`src/tvw_pkg.sv`:
```
// Shared constants, types and decode helpers for the warning threshold bank
package tvw_pkg;

	typedef logic [7:0]  tvw_byte_type;
	typedef logic [7:0]  tvw_addr_type;
	typedef logic [15:0] tvw_word_type;
	typedef logic [2:0]  tvw_index_type;

	// Byte addresses of the threshold registers on the serial register port
	localparam tvw_addr_type OFS_TEMP_HIGH_UPPER   = 8'h04;
	localparam tvw_addr_type OFS_TEMP_HIGH_LOWER   = 8'h05;
	localparam tvw_addr_type OFS_TEMP_LOW_UPPER    = 8'h06;
	localparam tvw_addr_type OFS_TEMP_LOW_LOWER    = 8'h07;
	localparam tvw_addr_type OFS_SUPPLY_HIGH_UPPER = 8'h0c;
	localparam tvw_addr_type OFS_SUPPLY_HIGH_LOWER = 8'h0d;
	localparam tvw_addr_type OFS_SUPPLY_LOW_UPPER  = 8'h0e;
	localparam tvw_addr_type OFS_SUPPLY_LOW_LOWER  = 8'h0f;

	// Storage slots inside the bank
	localparam int NUM_REGS = 8;
	localparam tvw_index_type IDX_TEMP_HIGH_UPPER   = 3'h0;
	localparam tvw_index_type IDX_TEMP_HIGH_LOWER   = 3'h1;
	localparam tvw_index_type IDX_TEMP_LOW_UPPER    = 3'h2;
	localparam tvw_index_type IDX_TEMP_LOW_LOWER    = 3'h3;
	localparam tvw_index_type IDX_SUPPLY_HIGH_UPPER = 3'h4;
	localparam tvw_index_type IDX_SUPPLY_HIGH_LOWER = 3'h5;
	localparam tvw_index_type IDX_SUPPLY_LOW_UPPER  = 3'h6;
	localparam tvw_index_type IDX_SUPPLY_LOW_LOWER  = 3'h7;

	// Reset and unmapped read values
	localparam tvw_byte_type THRESH_RESET  = 8'h00;
	localparam tvw_byte_type READ_UNMAPPED = 8'h00;

	// Code weights of the threshold bytes, documentation only for software
	localparam int TEMP_UPPER_STEP_DEGC  = 1;
	localparam int SUPPLY_UPPER_STEP_UV  = 25600;
	localparam int SUPPLY_LOWER_STEP_UV  = 100;

	// Warning flag positions
	localparam int NUM_FLAGS          = 4;
	localparam int FLAG_TEMP_HIGH     = 0;
	localparam int FLAG_TEMP_LOW      = 1;
	localparam int FLAG_SUPPLY_HIGH   = 2;
	localparam int FLAG_SUPPLY_LOW    = 3;
	localparam logic [3:0] FLAGS_RESET = 4'h0;

	// Evaluation sequencer
	typedef enum logic [1:0] {
		ST_IDLE = 2'b01,
		ST_EVAL = 2'b10
	} tvw_state_type;

	// Address decode used for both writes and reads: {hit, slot}
	function automatic logic [3:0] decode_offset(input tvw_addr_type addr);
		logic [3:0] result;
		result = {1'b0, IDX_TEMP_HIGH_UPPER};
		case (addr)
			OFS_TEMP_HIGH_UPPER:   result = {1'b1, IDX_TEMP_HIGH_UPPER};
			OFS_TEMP_HIGH_LOWER:   result = {1'b1, IDX_TEMP_HIGH_LOWER};
			OFS_TEMP_LOW_UPPER:    result = {1'b1, IDX_TEMP_LOW_UPPER};
			OFS_TEMP_LOW_LOWER:    result = {1'b1, IDX_TEMP_LOW_LOWER};
			OFS_SUPPLY_HIGH_UPPER: result = {1'b1, IDX_SUPPLY_HIGH_UPPER};
			OFS_SUPPLY_HIGH_LOWER: result = {1'b1, IDX_SUPPLY_HIGH_LOWER};
			OFS_SUPPLY_LOW_UPPER:  result = {1'b1, IDX_SUPPLY_LOW_UPPER};
			OFS_SUPPLY_LOW_LOWER:  result = {1'b1, IDX_SUPPLY_LOW_LOWER};
			default:               result = {1'b0, IDX_TEMP_HIGH_UPPER};
		endcase
		return result;
	endfunction

	// Joins an upper and lower threshold byte into one sixteen-bit code
	function automatic tvw_word_type pair_bytes(input tvw_byte_type upper,
		input tvw_byte_type lower);
		return {upper, lower};
	endfunction

endpackage

```
`src/tvw_thresh_if.sv`:
```
// Carrier for the sixteen-bit threshold pairs between bank and comparators
`timescale 1ns/10ps
`default_nettype none
interface tvw_thresh_if;
	logic [15:0] tempHigh;
	logic [15:0] tempLow;
	logic [15:0] supplyHigh;
	logic [15:0] supplyLow;

	modport bank (output tempHigh, output tempLow, output supplyHigh, output supplyLow);
	modport cmp  (input tempHigh, input tempLow, input supplyHigh, input supplyLow);
endinterface
`default_nettype wire

```
`src/tvw_threshold_bank.sv`:
```
// Temperature and supply warning threshold bank with warning flag generation
//
// Behaviour
// - Temperature above high threshold sets warning
// - Temperature below low threshold sets warning
// - Supply above high threshold sets warning
// - Supply below low threshold sets warning
// - Lower threshold bytes stored, never compared
// - Temperature threshold pairs, one degree upper step
// - Supply upper step 25.6mV, compared directly
// - Supply pair lower step 100 microvolts
// - Compare raw codes, no calibration applied
`timescale 1ns/10ps
`default_nettype none
module tvw_threshold_bank (
	input  wire logic                  clk,
	input  wire logic                  reset_n,
	input  wire logic                  clkEnable,
	input  wire tvw_pkg::tvw_addr_type regAddr,
	input  wire logic                  regWrite,
	input  wire tvw_pkg::tvw_byte_type regWriteData,
	input  wire logic                  regRead,
	output tvw_pkg::tvw_byte_type      regReadData,
	output logic                       regReadValid,
	input  wire logic                  measStore,
	input  wire tvw_pkg::tvw_byte_type measTempUpper,
	input  wire tvw_pkg::tvw_byte_type measSupplyUpper,
	output logic                       warnTempHigh,
	output logic                       warnTempLow,
	output logic                       warnSupplyHigh,
	output logic                       warnSupplyLow
);
	import tvw_pkg::*;

	tvw_thresh_if  thrBus ();

	tvw_byte_type  bankReadData;
	logic [3:0]    cmpFlags;

	tvw_state_type state;
	tvw_state_type next_state;
	tvw_byte_type  tempLatched;
	tvw_byte_type  next_tempLatched;
	tvw_byte_type  supplyLatched;
	tvw_byte_type  next_supplyLatched;
	logic [3:0]    flags;
	logic [3:0]    next_flags;
	tvw_byte_type  next_regReadData;
	logic          next_regReadValid;

	// Threshold storage; lower bytes kept only so software can read them back
	tvw_reg_file bank (
		.clk       (clk),
		.reset_n   (reset_n),
		.clkEnable (clkEnable),
		.writeEn   (regWrite),
		.addr      (regAddr),
		.writeData (regWriteData),
		.readData  (bankReadData),
		.thr       (thrBus)
	);

	// Comparators see the latched measurement, not the live converter bus
	tvw_compare cmp (
		.thr         (thrBus),
		.tempUpper   (tempLatched),
		.supplyUpper (supplyLatched),
		.flags       (cmpFlags)
	);

	// Latch a new measurement, then refresh the flags one cycle later
	always_comb begin
		next_state         = state;
		next_tempLatched   = tempLatched;
		next_supplyLatched = supplyLatched;
		next_flags         = flags;
		unique case (state)
			ST_IDLE: begin
				if (measStore) begin
					next_tempLatched   = measTempUpper;
					next_supplyLatched = measSupplyUpper;
					next_state         = ST_EVAL;
				end
			end
			ST_EVAL: begin
				next_flags = cmpFlags;
				if (measStore) begin
					// Back-to-back stores chain without dropping a sample
					next_tempLatched   = measTempUpper;
					next_supplyLatched = measSupplyUpper;
					next_state         = ST_EVAL;
				end else begin
					next_state = ST_IDLE;
				end
			end
		endcase
	end

	always_ff @(posedge clk) begin
		if (!reset_n) begin
			state         <= ST_IDLE;
			tempLatched   <= THRESH_RESET;
			supplyLatched <= THRESH_RESET;
			flags         <= FLAGS_RESET;
		end else if (clkEnable) begin
			state         <= next_state;
			tempLatched   <= next_tempLatched;
			supplyLatched <= next_supplyLatched;
			flags         <= next_flags;
		end
	end

	// Read answer is registered so the serial slave samples a stable byte
	always_comb begin
		next_regReadValid = regRead;
		next_regReadData  = regRead ? bankReadData : regReadData;
	end

	always_ff @(posedge clk) begin
		if (!reset_n) begin
			regReadData  <= READ_UNMAPPED;
			regReadValid <= 1'b0;
		end else if (clkEnable) begin
			regReadData  <= next_regReadData;
			regReadValid <= next_regReadValid;
		end
	end

	// Flags are levels: they follow the latest evaluation in both directions
	assign warnTempHigh   = flags[FLAG_TEMP_HIGH];
	assign warnTempLow    = flags[FLAG_TEMP_LOW];
	assign warnSupplyHigh = flags[FLAG_SUPPLY_HIGH];
	assign warnSupplyLow  = flags[FLAG_SUPPLY_LOW];
endmodule
`default_nettype wire

```
`src/tvw_reg_file.sv`:
```
// Threshold byte storage with write port and combinational read port
`timescale 1ns/10ps
`default_nettype none
module tvw_reg_file (
	input  wire logic          clk,
	input  wire logic          reset_n,
	input  wire logic          clkEnable,
	input  wire logic          writeEn,
	input  wire tvw_pkg::tvw_addr_type addr,
	input  wire tvw_pkg::tvw_byte_type writeData,
	output tvw_pkg::tvw_byte_type      readData,
	tvw_thresh_if.bank         thr
);
	import tvw_pkg::*;

	tvw_byte_type regBank      [NUM_REGS];
	tvw_byte_type next_regBank [NUM_REGS];
	logic [3:0]   decoded;

	assign decoded = decode_offset(addr);

	// Every byte, lower halves included, stores and reads back as written
	always_comb begin
		for (int i = 0; i < NUM_REGS; i++) begin
			next_regBank[i] = regBank[i];
		end
		if (writeEn && decoded[3]) begin
			next_regBank[decoded[2:0]] = writeData;
		end
	end

	always_ff @(posedge clk) begin
		for (int i = 0; i < NUM_REGS; i++) begin
			if (!reset_n) begin
				regBank[i] <= THRESH_RESET;
			end else if (clkEnable) begin
				regBank[i] <= next_regBank[i];
			end
		end
	end

	// Unmapped offsets read as zero rather than aliasing a slot
	assign readData = decoded[3] ? regBank[decoded[2:0]] : READ_UNMAPPED;

	// Upper and lower bytes travel as one sixteen-bit pair
	assign thr.tempHigh   = pair_bytes(regBank[IDX_TEMP_HIGH_UPPER],
		regBank[IDX_TEMP_HIGH_LOWER]);
	assign thr.tempLow    = pair_bytes(regBank[IDX_TEMP_LOW_UPPER],
		regBank[IDX_TEMP_LOW_LOWER]);
	assign thr.supplyHigh = pair_bytes(regBank[IDX_SUPPLY_HIGH_UPPER],
		regBank[IDX_SUPPLY_HIGH_LOWER]);
	assign thr.supplyLow  = pair_bytes(regBank[IDX_SUPPLY_LOW_UPPER],
		regBank[IDX_SUPPLY_LOW_LOWER]);
endmodule
`default_nettype wire

```
`src/tvw_compare.sv`:
```
// Raw upper-byte comparators that produce the four warning conditions
`timescale 1ns/10ps
`default_nettype none
module tvw_compare (
	tvw_thresh_if.cmp                  thr,
	input  wire tvw_pkg::tvw_byte_type tempUpper,
	input  wire tvw_pkg::tvw_byte_type supplyUpper,
	output logic [3:0]                 flags
);
	import tvw_pkg::*;

	// Only bits 15:8 of each pair matter; the measurement carries only an upper byte
	always_comb begin
		flags                   = FLAGS_RESET;
		flags[FLAG_TEMP_HIGH]   = tempUpper   > thr.tempHigh[15:8];
		flags[FLAG_TEMP_LOW]    = tempUpper   < thr.tempLow[15:8];
		flags[FLAG_SUPPLY_HIGH] = supplyUpper > thr.supplyHigh[15:8];
		flags[FLAG_SUPPLY_LOW]  = supplyUpper < thr.supplyLow[15:8];
	end
endmodule
`default_nettype wire

```
`config.mk`:
```
export PLATFORM = sky130hd
export DESIGN_NAME = tvw_threshold_bank
export DESIGN_NICKNAME = d
export VERILOG_FILES = /design/src/tvw_pkg.sv /design/src/tvw_thresh_if.sv /design/src/tvw_threshold_bank.sv /design/src/tvw_reg_file.sv /design/src/tvw_compare.sv
export SDC_FILE = /design/constraint.sdc
export NUM_CORES = 1
export LEC_CHECK = 0
export ABC_AREA = 1
export BUFFER_PORTS_ARGS = -buffer_cell sky130_fd_sc_hd__buf_4
export CAP_MARGIN = 10
export CORE_AREA = 3 3 137 125
export CTS_BUF_LIST = sky130_fd_sc_hd__clkbuf_4 sky130_fd_sc_hd__clkbuf_8 sky130_fd_sc_hd__clkbuf_16
export DETAILED_ROUTE_END_ITERATION = 10
export DIE_AREA = 0 0 140 128
export GPL_ROUTABILITY_DRIVEN = 0
export PLACE_DENSITY_LB_ADDON = 0.3
export SLEW_MARGIN = 15
export SYNTH_ARGS = -nofsm -noshare
export SYNTH_HDL_FRONTEND = slang
export SYNTH_SLANG_ARGS = --single-unit
```
`constraint.sdc`:
```
create_clock -name clk -period 5.8 [get_ports clk]
set_clock_uncertainty 0.15 [all_clocks]
set_input_delay 0.58 -clock clk [delete_from_list [all_inputs] [get_ports clk]]
set_output_delay 0.58 -clock clk [all_outputs]
set_load 0.05 [all_outputs]
```
Word level (Yosys, flattened, before mapping) --
Memories as Yosys holds them, arrays and structs flattened. Cells that the tools add are included.
Word-level totals: register bits 31, memory bits (writable) 64, bits in read-only memories 64, bits of input ports 38, memories 2
Operators by class: order comparisons 6, eq/ne operators 4, multiplexer cells 25, bitwise operators 9, reduce and logical (&&, ||, !) cells 8
Memories:
- (no name shown) | depth 16, width 4, read ports 1, clocked after Yosys merged registers in 0, write ports 0, RTL line tvw_pkg.sv:57 | case (addr)
- bank.regBank | depth 8, width 8, read ports 9, clocked after Yosys merged registers in 0, write ports 8, RTL line tvw_reg_file.sv:16 | tvw_byte_type regBank [NUM_REGS];
Operators by type and width (number):
- $mux 8 | 14
- $bwmux 64 | 1
- $mux 64 | 1
- $demux 8 s3 | 1
- $gt 8x8->1 | 2
- $lt 8x8->1 | 2
- $or 1x1->1 | 8
- $reduce_and 2->1 | 4
- $ge 4x4->1 const B | 1
- $logic_not 4->1 | 1
- $lt 4x1->1 const B | 1
- $mux 1 | 4
- $mux 2 | 2
- $mux 4 | 1
- $not 3->4 | 1
- $pmux 2 s2 | 1
- $eq 2x1->1 const B | 1
- $eq 2x2->1 const B | 1
- $logic_and 1x1->1 | 2
- $ne 2x1->1 const B | 1
- $ne 2x2->1 const B | 1
- $reduce_or 2->1 | 1

Logic depth before layout (Yosys ltp) --
Gate-level depths: netlist of run 1.
depth after elaboration 10, mapped depth 11, mapped depth without buffers 10

Hierarchy --
A second synthesis of run 1 with hierarchy kept.
Second synthesis, totals: cells, all modules 739, area total of the unflattened synthesis 5781.8 sq um
By module, submodules not included:
- tvw_reg_file | times used 1, cells each 444, area an instance 3709.8 sq um
- tvw_threshold_bank | times used 1, cells each 163, area an instance 1270.0 sq um
- tvw_compare | times used 1, cells each 132, area an instance 802.0 sq um

Worst setup path after synthesis of run 1 --
No wires, ideal clock.
path kind in2reg, from input port regAddr[7], to memory bank.regBank[0][0] in the netlist's numbering (enable), library setup time 0.574 ns, arrival time 5.620 ns, required time 5.076 ns, path slack -0.545 ns, stages 5, path buffers 0, cell sequence nor2_4 -> nand2_4 -> nor2_1 -> nand2_1 -> o21ai_0
RTL lines:
- start, declared | RTL line tvw_threshold_bank.sv:19 | input wire tvw_pkg::tvw_addr_type regAddr,
- end, declared | RTL line tvw_reg_file.sv:16

==> impl_metrics.json, run 1 <==
{
  "ys.flop_type": "edfxtp_1",
  "numCtsBuffers": 9,
  "synth_cells": 672,
  "powerDensity_nw_per_um2": 249,
  "netlist_area_um2": 5510,
  "finalWorstPathRequiredPeriod_ns": 2.99,
  "maxSlewViolCount": 0,
  "pwr-share-seq": 0.503,
  "setup_tns_ns": 0,
  "slowest_stage": "o21ai_4",
  "path_class": "in -> reg",
  "slowest_delay_ns": 0.88,
  "die_area_um2": 17900,
  "drt-pass1-iter-count": 5,
  "first_global_vias": 4307,
  "multi_input_area_um2": 2530,
  "synth_area_leaders": "edfxtp_1 (35%), nand2_1 (12%), dfxtp_1 (11%)",
  "hold_violations": 0,
  "htree_levels": 3,
  "status": "finished, final reports clean",
  "fillers": 1630,
  "placementRows": 43,
  "synth_nets": 742,
  "clockBufferDepth": 2,
  "antenna_found_initial": 0,
  "fin_cells": 909,
  "fmax_mhz": 334,
  "rsz0062_at_grt": "no",
  "core-area_um2": 15600,
  "start_util": 0.353,
  "wire_per_inst_um": 16.1,
  "grt_use_total": 0.165,
  "p_switching_mw": 0.407,
  "cts_num_sinks": 95,
  "comb_power_share": 0.129,
  "grt-ovfl-total": 0,
  "hp-class": "reg -> reg",
  "synth-edff-count": 64,
  "yosysTopAreaCell": "edfxtp_1",
  "grt_start_max_net_pins": 65,
  "postSynthAreaPerCell_um2": 8.19,
  "ys.warnings.count": 0,
  "synth-seq-cells": 95,
  "synth_top_area_frac": 0.349,
  "clk_pin_slew_ns": 0.07,
  "setup_violations": 0,
  "post_cts_buffers": 0,
  "vias_per_cell": 4.99,
  "cts_tree": "built",
  "die_y_um": 128,
  "peakVddDrop_mv": 0.160,
  "regToRegSetupSlack_ns": 4.09,
  "ys_seq_area_frac": 0.462,
  "dp_cells": 893,
  "tightest_slew_ns": 1.15,
  "clk_latency_ns": 0.35,
  "end_kind": "flip-flop",
  "cp_num_buf_inv": 2,
  "grt_first_pass_wirelength_mm": 23.2,
  "maxCapViolCount": 0,
  "final_layout_size_suffix_gt1_frac": 0.124,
  "nets": 772,
  "p_clk_frac": 0.368,
  "ios": 51,
  "place.detailed.hpwl_mm": 10.3,
  "area_growth_pct": 13.8,
  "switching_share": 0.261,
  "cts_hold_buf": 0,
  "p_int_mw": 1.15,
  "cp.required_ns": 5.65,
  "ys_types": 31,
  "routed_wl_mm": 14.7,
  "seq_area_um2": 2540,
  "arrival_ns": 2.84,
  "async_reset_ff_frac": 0,
  "drtIter0Drc": 463,
  "cp_max_fo": 35,
  "finalCritPeriodShare": 0.516,
  "fin_util": 0.401,
  "routed-via-count": 4532,
  "n_antenna_cell": 0,
  "cts_root_buffer": "clkbuf_16",
  "io_buffers": 50,
  "leakage_nw": 2.76,
  "die_w_um": 140,
  "crit_family": "compound AO/OA/AOI/OAI gates",
  "cp-start-kind": "input pin",
  "relSlewSlack": 0.232,
  "worstPathCellList": "buf_4 -> nor2_4 -> nand2_4 -> nor2_1 -> nand2_1 -> o21ai_4 -> buf_4",
  "drc_errors": 0,
  "cts_resized": 0,
  "ant_nets": 0,
  "crit_top_cell": "buf_4"
}
sequential cells by signal, summed over array words and instances (netlist names):
register,flops
regReadData,8
bank.regBank,64
flags,4
state,2
supplyLatched,8
tempLatched,8
regReadValid,1
metrics by stage:
stage	instance area (um2)	setup WS, ns	hold slack [ns]	power, mW
CTS	6260	2.78	0.320	1.57
floorplan	5510	1.18	0.294	0.928
detailed placement	5980	2.42	0.311	0.999
global route	6260	2.62	0.342	1.63
finish	6260	2.81	0.317	1.56
global placement	5980	2.42	0.309	0.995
power by group through the flow:
stage / clock (mW) / sequential [mW] / combinational (mW)
4_1_cts: 0.580 / 0.784 / 0.201
3_3_place_gp: 0 / 0.798 / 0.197
6_report: 0.574 / 0.784 / 0.201
3_5_place_dp: 0 / 0.798 / 0.200
5_1_grt: 0.607 / 0.788 / 0.231
2_1_floorplan: 0 / 0.795 / 0.133
worst min-delay path, stage by stage (launching register included):
cell	delay, ns
dfxtp_1	0.31
nand2_1	0.06
a21oi_1	0.06
synth_stat cells (2+ instances only):
| master | count |
|---|---|
| a211oi_1 | 39 |
| a21oi_1 | 57 |
| a31oi_1 | 2 |
| buf_2 | 15 |
| buf_4 | 2 |
| buf_6 | 4 |
| clkbuf_1 | 11 |
| dfxtp_1 | 31 |
| edfxtp_1 | 64 |
| ha_1 | 32 |
| inv_1 | 68 |
| inv_2 | 2 |
| nand2_1 | 172 |
| nand2_2 | 4 |
| nand2_4 | 2 |
| nand3_1 | 12 |
| nand3_4 | 3 |
| nand4_1 | 6 |
| nor2_1 | 87 |
| nor2_4 | 3 |
| nor2_8 | 2 |
| o21a_1 | 2 |
| o21ai_0 | 37 |
| o21ai_1 | 8 |
layer usage:
metal / GRT usage / share of wire / vias up / wire length (um)
li1: - / - / 2312 / -
met1: 0.244 / 0.48 / 2072 / 7100
met2: 0.253 / 0.44 / 135 / 6460
met3: 0.0325 / 0.065 / 13 / 946
met4: 0.0342 / 0.011 / 0 / 154
met5: 0 / 0 / - / 0
worst paths after layout:
| path | end | start | depth (start not counted) |
|---|---|---|---|
| worst max-delay path | bank.regBank[1][4] | regAddr[7] | 7 |
| worst min-delay path | flags[2] | flags[2] | 2 |
| worst max register to register | tempLatched[3] | state[0] | 7 |
| worst min register to register | flags[2] | flags[2] | 2 |
cells in the final DEF, fill, tap and decap left out, drive strengths merged, types with 2 or more instances in the layout:
| master | Yosys | final |
|---|---|---|
| nand2 | 178 | 178 |
| o21ai | 45 | 45 |
| a211oi | 40 | 40 |
| edfxtp | 64 | 64 |
| nand3 | 15 | 15 |
| nand4 | 6 | 6 |
| dfxtp | 31 | 31 |
| clkbuf | 12 | 12 |
| clkinv | 0 | 3 |
| o21a | 2 | 2 |
| ha | 32 | 32 |
| buf | 22 | 53 |
| inv | 70 | 71 |
| nor2 | 93 | 93 |
| a21oi | 57 | 57 |
| a31oi | 2 | 2 |
logic make-up after synthesis:
group	after synthesis	share of synthesized area
flip-flops	95	0.462
AO/OA/AOI/OAI	148	0.156
buffers and inverters	104	0.0814
AND/OR/NAND/NOR	293	0.228
adder cells (fa/ha/maj)	32	0.0727
area by class of cell:
class / count / area share
Clock buffer: 12 / 0.0416
Clock inverter: 4 / 0.00300
Inverter: 70 / 0.0419
Multi-Input combinational cell: 473 / 0.404
Sequential cell: 95 / 0.406
Tap cell: 202 / 0.0404
Timing Repair Buffer: 53 / 0.0635
(Power assumes the default switching activity.)
==> run 2, diff against run 1 <==
Clock period 5.8 ns to 3 ns, I/O delays scaled along.
==> impl_metrics.json, run 2 (synthesized netlist as in run 1, its figures left out) <==
{
  "status": "finished, final reports clean",
  "ios": 51,
  "cp.required_ns": 2.89,
  "timing.rr.start": "state[0]",
  "ant_nets": 0,
  "cp-start-kind": "input pin",
  "peakVddDrop_mv": 0.296,
  "cts_num_sinks": 95,
  "post_cts_buffers": 0,
  "routed_wl_mm": 15.2,
  "dp_cells": 895,
  "final_layout_size_suffix_gt1_frac": 0.130,
  "path_class": "in -> reg",
  "cts_hold_buf": 0,
  "layout_commonest_cell": "nand2_1",
  "hp-class": "in -> reg",
  "core-area_um2": 15600,
  "clk_latency_ns": 0.35,
  "routed-wl-met2_mm": 6.70,
  "die_y_um": 128,
  "grt_use_total": 0.168,
  "setup_tns_ns": 0,
  "cp_max_fo": 31,
  "antenna_found_initial": 0,
  "setup_violations": 0,
  "vias_per_cell": 4.99,
  "io_buffers": 50,
  "arrival_ns": 1.97,
  "first_global_vias": 4166,
  "drt-pass1-iter-count": 7,
  "place.detailed.hpwl_mm": 10.8,
  "powerDensity_nw_per_um2": 499,
  "rsz0062_at_grt": "no",
  "area_growth_pct": 15.6,
  "leakage_nw": 2.80,
  "routed.top_layer": "met4",
  "drtIter0Drc": 471,
  "largest_register": "bank.regBank",
  "cts_resized": 0,
  "maxSlewViolCount": 0,
  "htree_levels": 3,
  "clk_pin_slew_ns": 0.07,
  "cts_tree": "built",
  "wire_per_inst_um": 16.7,
  "n_antenna_cell": 0,
  "grt_first_pass_wirelength_mm": 23.3,
  "maxCapViolCount": 0,
  "wl_met1_mm": 7.37,
  "clockBufferDepth": 2,
  "crit_start": "regAddr[7]",
  "grt_start_max_net_pins": 39,
  "routed-via-count": 4542,
  "hold_violations": 0,
  "fmax_mhz": 481,
  "met3_length_um": 988,
  "numCtsBuffers": 9,
  "final_cell_mix": "nand2_1 (171), nor2_1 (87), inv_1 (68)",
  "tightest_slew_ns": 0.912,
  "hp-start": "measTempUpper[6]",
  "finalWorstPathRequiredPeriod_ns": 2.08,
  "die_w_um": 140,
  "relSlewSlack": 0.391,
  "finalCritPeriodShare": 0.693,
  "fin_cells": 911,
  "start_util": 0.353,
  "placementRows": 43,
  "grt-ovfl-total": 0,
  "largest_register_ffs": 64,
  "cts_root_buffer": "clkbuf_16",
  "drc_errors": 0,
  "end_kind": "flip-flop",
  "nets": 774,
  "die_area_um2": 17900
}
-- run 2: changes by cell type in the layout (fill, tap and decap cells not counted), sizes merged --
cell and change:
buf +2, clkinvlp +1, bufinv +1, clkinv -2
-- run 2: final cells by class --
type,count,area (um2)
clock buffer,12,278
fill,1606,9240
clock inverter,4,48.8
timing repair buffer,55,450
multi-input combinational,473,2530
inverter,70,263
sequential,95,2540
tap,202,253
-- run 2: where the power goes --
part | switching [mW] | internal [mW]
clock network | 0.514 | 0.742
logic | 0.253 | 0.150
registers | 0.0432 | 1.47
total | 0.810 | 2.36
-- run 2: path summary, 6_finish.rpt --
check / endpoint / slack (ns) / cells after the start
setup / recovery: bank.regBank[7][7] / 0.92 / 7
hold / removal: tempLatched[6] / 0.06 / 3
setup reg to reg: tempLatched[4] / 1.20 / 7
hold reg to reg: regReadData[0] / 0.32 / 2
-- run 2: metrics by stage --
stage	area [um2]	worst slack (ns)	hold WS, ns	util	total power, mW
2_1_floorplan	5520	0.495	0.294	-	1.79
3_3_place_gp	6040	0.565	0.306	0.387	1.94
3_5_place_dp	6040	0.554	0.309	0.387	1.94
4_1_cts	6360	0.917	0.0563	0.408	3.19
5_1_grt	6360	0.838	0.0710	0.408	3.30
6_report	6360	0.922	0.0563	0.408	3.17
-- run 2: routing by layer --
metal | up-vias | GRT usage
li1 | 2310 | -
met1 | 2088 | 0.250
met2 | 132 | 0.258
met3 | 12 | 0.0250
met4 | 0 | 0.0365
met5 | - | 0
-- run 2: worst max-delay path, cell delays in order --
cell     delay (ns)
buf_4          0.12
nor2_4         0.26
nand2_4        0.12
nor2_1         0.27
nand2_1        0.14
o21ai_4        0.45
buf_12         0.28
==> run 3, diff against run 2 <==
Settings changed: ABC_AREA 1 to 0.
Clock period 3 ns to 1.8 ns, I/O delays scaled along.
==> impl_metrics.json, run 3 <==
{
  "cp-start-kind": "flip-flop",
  "cp.required_ns": 1.93,
  "area_growth_pct": 22.3,
  "postSynthAreaPerCell_um2": 10.8,
  "die_area_um2": 17900,
  "routed-via-count": 4129,
  "leakage_nw": 3.01,
  "path_class": "reg -> reg",
  "ios": 51,
  "grt_use_total": 0.170,
  "synthTopCellsByCount": "mux2i_1 (77), nor2_1 (67), edfxtp_1 (64)",
  "final_cell_mix": "mux2i_1 (77), buf_4 (71), nor2_1 (67)",
  "ys.warnings.count": 0,
  "clk_latency_ns": 0.36,
  "maxCapViolCount": 0,
  "finalCritPeriodShare": 0.953,
  "cts_num_sinks": 95,
  "placementRows": 43,
  "htree_levels": 3,
  "io_buffers": 50,
  "fin_cells": 788,
  "final_layout_size_suffix_gt1_frac": 0.195,
  "worstPathCellList": "inv_1 -> ha_4 -> a211o_1 -> a31oi_2 -> o21bai_1 -> a21oi_1",
  "finalWorstPathRequiredPeriod_ns": 1.72,
  "hp-start": "measStore",
  "clockBufferDepth": 2,
  "setup_violations": 0,
  "p_clk_frac": 0.374,
  "synth_nets": 579,
  "ant_nets": 0,
  "timing.rr.start": "bank.regBank[2][2]",
  "worstReg2RegEnd": "flags[1]",
  "grt-ovfl-total": 0,
  "dp_cells": 755,
  "end_kind": "flip-flop",
  "n_antenna_cell": 0,
  "synth-seq-cells": 95,
  "synth_top_area_frac": 0.350,
  "netlist_area_um2": 5490,
  "ys.flop_type": "edfxtp_1",
  "largest_register": "bank.regBank",
  "grt_start_max_net_pins": 53,
  "grt_first_pass_wirelength_mm": 23.6,
  "hp-class": "in -> reg",
  "pwr-share-seq": 0.483,
  "synth-edff-count": 64,
  "whs_endpoint": "state[1]",
  "comb_power_share": 0.143,
  "maxSlewViolCount": 0,
  "yosysTopAreaCell": "edfxtp_1",
  "arrival_ns": 1.85,
  "synth_most_common_cell": "mux2i_1",
  "nets": 651,
  "synth_area_leaders": "edfxtp_1 (35%), mux2i_1 (14%), dfxtp_1 (11%)",
  "p_int_mw": 3.90,
  "whs_path_depth": 3,
  "fin_util": 0.430,
  "async_reset_ff_frac": 0,
  "routed_wl_mm": 14.6,
  "numCtsBuffers": 9,
  "switching_share": 0.259,
  "fmax_mhz": 583,
  "cts_root_buffer": "clkbuf_16",
  "r2r_cells": 6,
  "status": "finished, final reports clean",
  "drc_errors": 0,
  "post_cts_buffers": 0,
  "start_util": 0.352,
  "die_y_um": 128,
  "p_switching_mw": 1.36,
  "drtIter0Drc": 412,
  "hold_violations": 0,
  "slowest_delay_ns": 0.45,
  "core-area_um2": 15600,
  "regToRegSetupSlack_ns": 0.08,
  "slowest_stage": "edfxtp_1",
  "synth_cells": 509,
  "vias_per_cell": 5.24,
  "first_global_vias": 4286,
  "antenna_found_initial": 0,
  "largest_register_ffs": 64,
  "ys_seq_area_frac": 0.463,
  "place.detailed.hpwl_mm": 10.7,
  "powerDensity_nw_per_um2": 783,
  "layout_commonest_cell": "mux2i_1",
  "die_w_um": 140,
  "peakVddDrop_mv": 0.526,
  "clk_pin_slew_ns": 0.06,
  "tightest_slew_ns": 0.419,
  "relSlewSlack": 0.720,
  "finalPower_mw": 5.26,
  "drt-pass1-iter-count": 5,
  "wire_per_inst_um": 18.6,
  "cts_tree": "built",
  "ys_types": 49,
  "cp_max_fo": 3
}
[run 3: cell count changes after synthesis, moves of 6 or more]
cell	delta
a211oi_1	-35
a21oi_1	-31
inv_1	-34
mux2i_1	+77
nand2_1	-120
nand3_1	-9
nor2_1	-20
o21ai_0	-30
o22ai_1	+6
[run 3: cells by family (layout without fill, tap and decap cells)]
logic type,after synthesis,in the layout,synth area share
buf+inv,67,144,0.0615
compound gates,77,77,0.0877
flops,95,95,0.463
simple gates,152,152,0.135
mux,86,86,0.180
fa+ha+maj,32,32,0.0729
[run 3: cell type report]
class,instances,area (um2)
Clock buffer,10,239
Fill cell,1498,8890
Inverter,34,128
Multi-Input combinational cell,347,2670
Clock inverter,6,60.1
Tap cell,202,253
Sequential cell,95,2540
Timing Repair Buffer,94,823
[run 3: critical path: cells and delay by family, from the launching register on]
kind                     cells  cell delay [ns]
flip-flops                   1             0.45
buffers and inverters        1             0.13
adder cells (fa/ha/maj)      1             0.21
AO/OA/AOI/OAI                4             0.70
[run 3: worst max path at each step]
stage	start	to	slack [ns]	cells after the start
floorplan	regAddr[5]	bank.regBank[0][0]	-0.48	4
global placement	regAddr[1]	bank.regBank[2][0]	-0.16	6
detailed placement	regAddr[1]	bank.regBank[2][0]	-0.06	6
CTS	bank.regBank[2][2]	flags[1]	0.05	6
global route	bank.regBank[2][2]	flags[1]	-0.006	6
finish	bank.regBank[2][2]	flags[1]	0.08	6
[run 3: what timing repair did]
action	in CTS	in global routing
hold buffers	17	0
resized for setup	0	6
setup endpoints to repair	0	7
hold endpoints to repair	17	0
[run 3: layer usage]
| layer | up-vias | track usage | share of wire |
|---|---|---|---|
| li1 | 1971 | - | - |
| met1 | 2034 | 0.228 | 0.46 |
| met2 | 106 | 0.274 | 0.47 |
| met3 | 18 | 0.0392 | 0.051 |
| met4 | 0 | 0.0564 | 0.022 |
| met5 | - | 0 | 0 |
[run 3: through the flow]
stage | setup WS, ns | setup TNS [ns] | hold slack, ns | area, um2
4_1_cts | 0.0459 | 0 | 0.00312 | 6680
5_1_grt | -0.00550 | -0.00550 | 0.0390 | 6710
2_1_floorplan | -0.477 | -30.50 | 0.166 | 5520
3_3_place_gp | -0.155 | -1.11 | 0.279 | 6210
3_5_place_dp | -0.0620 | -0.334 | 0.289 | 6210
6_report | 0.0841 | 0 | 0.0154 | 6710
[run 3: power by group through the flow]
| stage | registers, mW | logic, mW | clock network, mW |
|---|---|---|---|
| floorplan | 2.56 | 0.459 | 0 |
| global placement | 2.59 | 0.685 | 0 |
| detailed placement | 2.59 | 0.706 | 0 |
| CTS | 2.54 | 0.739 | 1.99 |
| global route | 2.55 | 0.840 | 2.07 |
| finish | 2.54 | 0.752 | 1.96 |
